--- config.mk ---
export PLATFORM = sky130hd
export DESIGN_NAME = ext_control_io
export DESIGN_NICKNAME = d
export VERILOG_FILES = /design/src/rtl/ext_io_pkg.sv /design/src/rtl/pin_fall_detect.sv /design/src/rtl/ext_control_io.sv
export SDC_FILE = /design/constraint.sdc
export NUM_CORES = 1
export LEC_CHECK = 0
export BUFFER_PORTS_ARGS = -buffer_cell sky130_fd_sc_hd__buf_4
export CORE_MARGIN = 2
export CORE_UTILIZATION = 25
export CTS_CLUSTER_SIZE = 8
export DETAILED_ROUTE_END_ITERATION = 8
export PLACE_DENSITY_LB_ADDON = 0.08
export SLEW_MARGIN = 10
export SYNTH_ARGS = -nofsm -noshare
export SYNTH_HDL_FRONTEND = slang
export SYNTH_SLANG_ARGS = --single-unit
--- constraint.sdc ---
create_clock -name aclk -period 2.7 [get_ports aclk]
set_clock_uncertainty 0.2 [all_clocks]
set_input_delay 0.675 -clock aclk [delete_from_list [all_inputs] [get_ports aclk]]
set_output_delay 0.675 -clock aclk [all_outputs]
set_load 0.02 [all_outputs]
--- src/rtl/ext_io_pkg.sv ---
package ext_io_pkg;

    localparam int unsigned ADDR_W = 5;
    localparam int unsigned CMD_N  = 7;
    localparam int unsigned PIN_N  = 8;

    localparam logic [ADDR_W-1:0] CTRL_OFS   = 5'h00;
    localparam logic [ADDR_W-1:0] LIMIT_OFS  = 5'h04;
    localparam logic [ADDR_W-1:0] SEQ_OFS    = 5'h08;
    localparam logic [ADDR_W-1:0] EVENT_OFS  = 5'h0c;
    localparam logic [ADDR_W-1:0] PINS_OFS   = 5'h10;

    localparam int unsigned CTRL_SRC_BIT  = 0;
    localparam int unsigned CTRL_OUT_BIT  = 1;
    localparam int unsigned CTRL_BUSY_BIT = 2;
    localparam int unsigned CTRL_TRIG_BIT = 3;

    localparam int unsigned CMD_OFF_BIT   = 0;
    localparam int unsigned CMD_ON_BIT    = 1;
    localparam int unsigned CMD_START_BIT = 2;
    localparam int unsigned CMD_STOP_BIT  = 3;
    localparam int unsigned CMD_HOLD_BIT  = 4;
    localparam int unsigned CMD_BR1_BIT   = 5;
    localparam int unsigned CMD_BR2_BIT   = 6;

    localparam logic [1:0] RESP_OKAY   = 2'h0;
    localparam logic [1:0] RESP_SLVERR = 2'h2;

    localparam logic [3:0] LIMIT_RESET = 4'h0;
    localparam logic [2:0] SEQ_RESET   = 3'h0;

    typedef struct packed {
        logic       trigger;
        logic [2:0] seq_sync;
        logic       busy;
        logic       limiting;
        logic       output_on;
        logic       source_on;
    } status_pins_t;

    typedef struct packed {
        logic branch2_n;
        logic branch1_n;
        logic hold_n;
        logic stop_n;
        logic start_n;
        logic on_n;
        logic off_n;
        logic spare_n;
    } cmd_pins_t;

    typedef struct packed {
        logic [ADDR_W-1:0] awaddr;
        logic              awvalid;
        logic [31:0]       wdata;
        logic [3:0]        wstrb;
        logic              wvalid;
        logic              bready;
        logic [ADDR_W-1:0] araddr;
        logic              arvalid;
        logic              rready;
    } axil_req_t;

    typedef struct packed {
        logic        awready;
        logic        wready;
        logic [1:0]  bresp;
        logic        bvalid;
        logic        arready;
        logic [31:0] rdata;
        logic [1:0]  rresp;
        logic        rvalid;
    } axil_rsp_t;

endpackage

--- src/rtl/pin_fall_detect.sv ---
`timescale 1ns/1ns
module pin_fall_detect #(
    parameter int unsigned W = 8
) (
    input  wire logic         aclk,
    input  wire logic         aresetn,
    input  wire logic [W-1:0] pin,
    output logic      [W-1:0] level,
    output logic      [W-1:0] fall
);
    typedef struct packed {
        logic [W-1:0] s1;
        logic [W-1:0] s2;
        logic [W-1:0] s3;
        logic [W-1:0] fall;
    } fd_state_t;

    fd_state_t s_q;
    fd_state_t s_d;

    if (W < 1)
    begin : g_chk
        $error("pin_fall_detect needs W of at least 1");
    end

    always_comb
    begin
        s_d      = s_q;
        s_d.s1   = pin;
        s_d.s2   = s_q.s1;
        s_d.s3   = s_q.s2;
        // one pulse per high-to-low step; a held low repeats nothing
        s_d.fall = s_q.s3 & ~s_q.s2;
    end

    always_ff @(posedge aclk)
    begin
        if (!aresetn)
        begin
            // pins idle high via pull-ups, so reset high: no false edge
            s_q.s1   <= '1;
            s_q.s2   <= '1;
            s_q.s3   <= '1;
            s_q.fall <= '0;
        end
        else
        begin
            s_q <= s_d;
        end
    end

    assign level = s_q.s2;
    assign fall  = s_q.fall;
endmodule // pin_fall_detect

--- src/rtl/ext_control_io.sv ---
// The implementer's own choices: the register addresses and the AXI4-Lite register port.
`timescale 1ns/1ns
module ext_control_io
    import ext_io_pkg::*;
(
    input  wire logic                     aclk,
    input  wire logic                     aresetn,
    input  wire ext_io_pkg::axil_req_t    axil_req,
    output ext_io_pkg::axil_rsp_t         axil_rsp,
    input  wire ext_io_pkg::cmd_pins_t    cmd_pins,
    output ext_io_pkg::status_pins_t      status_pins,
    output logic                          output_enabled,
    output logic [ext_io_pkg::CMD_N-1:0]  cmd_event
);
    import ext_io_pkg::*;

    typedef struct packed {
        axil_rsp_t         rsp;
        logic              have_aw;
        logic              have_w;
        logic [ADDR_W-1:0] waddr;
        logic [31:0]       wdata;
        logic [3:0]        wstrb;
        logic              src_on;
        logic              out_on;
        logic              busy;
        logic              trig;
        logic [3:0]        limit;
        logic [2:0]        seq;
        logic [CMD_N-1:0]  events;
        logic [CMD_N-1:0]  pulse;
        status_pins_t      pins;
    } top_state_t;

    top_state_t       s_q;
    top_state_t       s_d;
    logic [PIN_N-1:0] pin_level;
    logic [PIN_N-1:0] pin_fall;
    logic [CMD_N-1:0] cmd_fall;

    // refuse package edits that the decode below cannot serve
    if (PIN_N != CMD_N + 1)
    begin : g_chk_pin_n
        $error("expects one spare input plus one per command");
    end

    if (CMD_N > 8)
    begin : g_chk_cmd_n
        $error("event clears use byte lane 0 only");
    end

    if (PIN_N > 32)
    begin : g_chk_pin_w
        $error("pin levels must fit one read word");
    end

    if (ADDR_W < 5)
    begin : g_chk_addr_w
        $error("offsets need at least five address bits");
    end

    if ((CTRL_OFS[1:0] | LIMIT_OFS[1:0] | SEQ_OFS[1:0] | EVENT_OFS[1:0]
        | PINS_OFS[1:0]) != 2'h0)
    begin : g_chk_align
        $error("register offsets must be word aligned");
    end

    if (CTRL_OFS == LIMIT_OFS || CTRL_OFS == SEQ_OFS
        || CTRL_OFS == EVENT_OFS || CTRL_OFS == PINS_OFS
        || LIMIT_OFS == SEQ_OFS || LIMIT_OFS == EVENT_OFS
        || LIMIT_OFS == PINS_OFS || SEQ_OFS == EVENT_OFS
        || SEQ_OFS == PINS_OFS || EVENT_OFS == PINS_OFS)
    begin : g_chk_ofs
        $error("register offsets must differ");
    end

    if (CTRL_SRC_BIT > 7 || CTRL_OUT_BIT > 7 || CTRL_BUSY_BIT > 7
        || CTRL_TRIG_BIT > 7)
    begin : g_chk_ctrl
        $error("control fields must sit in byte lane 0");
    end

    if (CMD_OFF_BIT >= CMD_N || CMD_ON_BIT >= CMD_N
        || CMD_OFF_BIT == CMD_ON_BIT)
    begin : g_chk_cmd_bits
        $error("off and on need distinct event bits");
    end

    if (CMD_START_BIT >= CMD_N || CMD_STOP_BIT >= CMD_N
        || CMD_HOLD_BIT >= CMD_N || CMD_BR1_BIT >= CMD_N
        || CMD_BR2_BIT >= CMD_N)
    begin : g_chk_seq_bits
        $error("sequence commands need event bits below CMD_N");
    end

    if ($bits(cmd_pins_t) != PIN_N)
    begin : g_chk_pins_t
        $error("command pin struct must match PIN_N");
    end

    if ($bits(LIMIT_RESET) != 4)
    begin : g_chk_limit
        $error("four limiters feed the limiter pin");
    end

    if ($bits(SEQ_RESET) != 3)
    begin : g_chk_seq
        $error("three sequence sync bits expected");
    end

    pin_fall_detect #(
        .W     (PIN_N)
    ) u_fall (
        .aclk    (aclk),
        .aresetn (aresetn),
        .pin     (cmd_pins),
        .level   (pin_level),
        .fall    (pin_fall)
    );

    // spare input is only readable; it issues no command
    assign cmd_fall = pin_fall[PIN_N-1:1];

    function automatic logic [31:0] read_word(
        input top_state_t       st,
        input logic [ADDR_W-1:0] a,
        input logic [PIN_N-1:0] lv
    );
        logic [31:0] r;
        r = 32'h0;
        unique case (a)
            CTRL_OFS:
            begin
                r[CTRL_SRC_BIT]  = st.src_on;
                r[CTRL_OUT_BIT]  = st.out_on;
                r[CTRL_BUSY_BIT] = st.busy;
                r[CTRL_TRIG_BIT] = st.trig;
            end
            LIMIT_OFS:
            begin
                r[3:0] = st.limit;
            end
            SEQ_OFS:
            begin
                r[2:0] = st.seq;
            end
            EVENT_OFS:
            begin
                r[CMD_N-1:0] = st.events;
            end
            PINS_OFS:
            begin
                r[PIN_N-1:0] = lv;
            end
            default:
            begin
                r = 32'h0;
            end
        endcase
        return r;
    endfunction

    function automatic logic mapped(input logic [ADDR_W-1:0] a);
        logic m;
        unique case (a)
            CTRL_OFS, LIMIT_OFS, SEQ_OFS, EVENT_OFS, PINS_OFS:
            begin
                m = 1'b1;
            end
            default:
            begin
                m = 1'b0;
            end
        endcase
        return m;
    endfunction

    always_comb
    begin
        logic [7:0] wb;
        logic       do_wr;
        logic       off_cmd;
        logic       on_cmd;
        wb      = 8'h0;
        do_wr   = 1'b0;
        off_cmd = 1'b0;
        on_cmd  = 1'b0;
        s_d     = s_q;

        // read channel
        if (s_q.rsp.rvalid && axil_req.rready)
        begin
            s_d.rsp.rvalid = 1'b0;
        end
        if (s_q.rsp.arready && axil_req.arvalid)
        begin
            s_d.rsp.rvalid = 1'b1;
            s_d.rsp.rdata  = read_word(s_q, axil_req.araddr, pin_level);
            s_d.rsp.rresp  = mapped(axil_req.araddr) ? RESP_OKAY
                                                     : RESP_SLVERR;
        end
        s_d.rsp.arready = !s_d.rsp.rvalid;

        // write channels, taken in either order
        if (s_q.rsp.bvalid && axil_req.bready)
        begin
            s_d.rsp.bvalid = 1'b0;
        end
        if (s_q.rsp.awready && axil_req.awvalid)
        begin
            s_d.have_aw = 1'b1;
            s_d.waddr   = axil_req.awaddr;
        end
        if (s_q.rsp.wready && axil_req.wvalid)
        begin
            s_d.have_w = 1'b1;
            s_d.wdata  = axil_req.wdata;
            s_d.wstrb  = axil_req.wstrb;
        end
        if (s_q.have_aw && s_q.have_w && !s_q.rsp.bvalid)
        begin
            s_d.have_aw    = 1'b0;
            s_d.have_w     = 1'b0;
            s_d.rsp.bvalid = 1'b1;
            s_d.rsp.bresp  = mapped(s_q.waddr) ? RESP_OKAY : RESP_SLVERR;
            // all fields sit in byte lane 0
            do_wr = s_q.wstrb[0];
            wb    = s_q.wdata[7:0];
        end
        s_d.rsp.awready = !s_d.have_aw && !s_d.rsp.bvalid;
        s_d.rsp.wready  = !s_d.have_w && !s_d.rsp.bvalid;

        if (do_wr)
        begin
            unique case (s_q.waddr)
                CTRL_OFS:
                begin
                    s_d.src_on = wb[CTRL_SRC_BIT];
                    s_d.out_on = wb[CTRL_OUT_BIT];
                    s_d.busy   = wb[CTRL_BUSY_BIT];
                    s_d.trig   = wb[CTRL_TRIG_BIT];
                end
                LIMIT_OFS:
                begin
                    s_d.limit = wb[3:0];
                end
                SEQ_OFS:
                begin
                    s_d.seq = wb[2:0];
                end
                EVENT_OFS:
                begin
                    s_d.events = s_q.events & ~wb[CMD_N-1:0];
                end
                default:
                begin
                    s_d.events = s_q.events;
                end
            endcase
        end

        // pin commands override a same-cycle register write
        off_cmd = cmd_fall[CMD_OFF_BIT];
        on_cmd  = cmd_fall[CMD_ON_BIT];
        // off beats on when both fall together: the safe choice
        if (off_cmd)
        begin
            s_d.out_on = 1'b0;
        end
        else if (on_cmd)
        begin
            s_d.out_on = 1'b1;
        end
        // set wins over a clear in the same cycle
        s_d.events = s_d.events | cmd_fall;
        s_d.pulse  = cmd_fall;

        s_d.pins.source_on = s_q.src_on;
        s_d.pins.busy      = s_q.busy;
        s_d.pins.output_on = s_q.out_on;
        s_d.pins.limiting  = |s_q.limit;
        s_d.pins.seq_sync  = s_q.seq;
        s_d.pins.trigger   = s_q.trig;
    end

    always_ff @(posedge aclk)
    begin
        if (!aresetn)
        begin
            s_q        <= '0;
            s_q.limit  <= LIMIT_RESET;
            s_q.seq    <= SEQ_RESET;
        end
        else
        begin
            s_q <= s_d;
        end
    end

    assign axil_rsp       = s_q.rsp;
    assign status_pins    = s_q.pins;
    assign output_enabled = s_q.out_on;
    assign cmd_event      = s_q.pulse;
endmodule // ext_control_io

==> metrics.txt <==
commonest cells after routing, fill and taps aside 93 x dfxtp_1, 64 x buf_4, 49 x nand2_1; crit path time final 1.861 ns; Startpoint Class flop; GRT Residual Overflow 0; Critical Path End Type output pin; number of global-route vias before repair 2384; period utilization 68.94%; H-tree depth 3; Post-synth EDFFs 0; Synth Warn # 0; Root Buffer clkbuf_16; drt total wl 7849 um; Hold Path Class flop to flop; Syn Area/Cell 9.208 sq um; Critical Path AT just under 1 ns; Placer Congestion 0.7085; register area share after synthesis 51.19%; drt pass-1 iters 4; post-layout util 29.40%; CTS buffer count 9; num ports 118; All-Layer GR Usage 10.42%; maximum fanout along the worst path 8; Levels on crit path 1; first-pass GRT wire length 12500 um; Syn-to-layout area delta 16.13%; Core Area ~14000 sq um; ant diodes 0; R2R cell count 4; row cnt between 40 and 50; initial antenna violation count 0; power density cells around 670 nW/um^2; VDD IR max ~0.00028 V; # setup viols final 0; Post-CTS Setup Inserts 0; post-route ant nets 0; total chip power approximately 2.8 mW; max-cap violations 0; drt initial violations 136; CP max stage delay between 0.4 and 0.5 ns; # DRC 0; Slowest cell on crit path dfxtp_1; post-DR vias/cell ~4; CTS tree yes; LEAKAGE roughly 1.8 nW; CP bufs+invs 1; WHS 0.2066 ns; post-synthesis instance total 395; Die Y ~120 um; initial core utilization approximately 25%; CTS Buffer Depth 2; hold_buf cts 0; Peak Freq 537.3 MHz; WL/cell 12.83 um; status completed; chip width 124.6 um; Die Area 15530 sq um; most common cell after layout, fill and taps aside dfxtp_1; CP required around 1.8 ns; Final Slew Violations 0; CP Class flop to output pin; number of buffers added on ports between 60 and 70; Nets 485; ys async rst share 0%; family with the most delay on the worst path flip-flops; Cell Chain, Critical Path buf_4; Clock Sink Count 93; largest net degree at the start of global routing 36; post-cts resize count 0; layout cells sized above 1 about a fifth; Synth cell types 38; Setup TNS 0 ns; Detail Placement HPWL between 5000 and 6000 um; hold violation count in the final report 0; main flop type after synthesis dfxtp_1; #FFs+latches synth 93; cell area after synthesis 3637 sq um; RSZ-0062 raised after global routing no; clock latency at the later pin of the worst-skew pair between 0.3 and 0.4 ns; Worst-path clk slew 0.06 ns; hold-critical path depth 2; vias post-DR 2472
## power breakdown
part	internal [mW]	switching, mW
Sequential	1.42	0.0296
Clock	0.642	0.503
Combinational	0.0891	0.133
## logic make-up (layout without fill, tap and decap cells)
group           count (synthesis)  in the layout  share of synthesized area [%]
other cells                     1             26                         0.1031
compound gates                 59             59                          9.736
buf+inv                        84             92                          14.93
flops                          93             93                          51.19
mux                            12             12                          3.371
simple gates                  146            146                          20.67
## metal layers
| layer | track usage, % | wire (um) |
|---|---|---|
| met1 | 13.79 | 3922 |
| met2 | 15.17 | 3344 |
| met5 | 0 | 0 |
| met4 | 4.957 | 159 |
| met3 | 3.565 | 422 |
## final cells by class
class,count,area [sq um]
Fill cell,1528,10140
Sequential cell,93,1862
Multi-Input combinational cell,243,1326
Timing Repair Buffer,65,500.5
Clock buffer,13,250.2
Tap cell,184,230.2
Inverter,12,45.04
Clock inverter,2,10.01
## state kept, by name (all words and copies together), names as in the netlist
signal / count
s_d: 6
s_q: 26
axil_rsp: 15
u_fall.s_d: 8
u_fall.s_q: 7
output_enabled: 1
status_pins: 8
u_fall.level: 8
u_fall.fall: 7
cmd_event: 7
## tightest hold or removal path, delay by kind of cell, from the launching register on
| family | cells | cell delay [ns] |
|---|---|---|
| DFF | 1 | 0.29 |
| buffers and inverters | 1 | 0.04 |
| and+or+nand+nor | 1 | 0.03 |
## per-stage QoR
step           worst slack [ns]  std cells  cell area, sq um
2_1_floorplan            0.8820        420              3731
3_3_place_gp             0.5853        597              3964
3_5_place_dp             0.5731        597              3964
4_1_cts                  0.8144        612              4224
5_1_grt                  0.7773        612              4224
6_report                 0.8388        612              4224
## cell usage after synthesis (2+ instances only)
master	number	share of area, %
clkbuf_1	9	0.93
nand2_1	49	5.1
nand2b_1	25	4.3
o21ai_0	12	1.7
o21ai_1	8	1.1
mux2i_1	10	2.8
and2_1	14	2.4
inv_1	11	1.1
dfxtp_1	93	51
nor2_1	28	2.9
a221oi_1	6	1.4
a21boi_1	3	0.62
mux2_1	2	0.62
and3_1	3	0.52
nand3_1	11	1.5
nand3b_1	7	1.4
a21oi_1	23	3.2
buf_4	57	12
buf_2	5	0.69
## final timing paths
kind / startpoint / end / slack (ns)
worst min register to register: u_fall.s_q[9] / u_fall.fall[1] / 0.21
worst min-delay path: u_fall.s_q[9] / u_fall.fall[1] / 0.21
worst max-delay path: axil_rsp[40] / axil_rsp[40] / 0.84
worst max register to register: axil_rsp[36] / s_q[16] / 1.01
(Power assumes the default switching activity.)
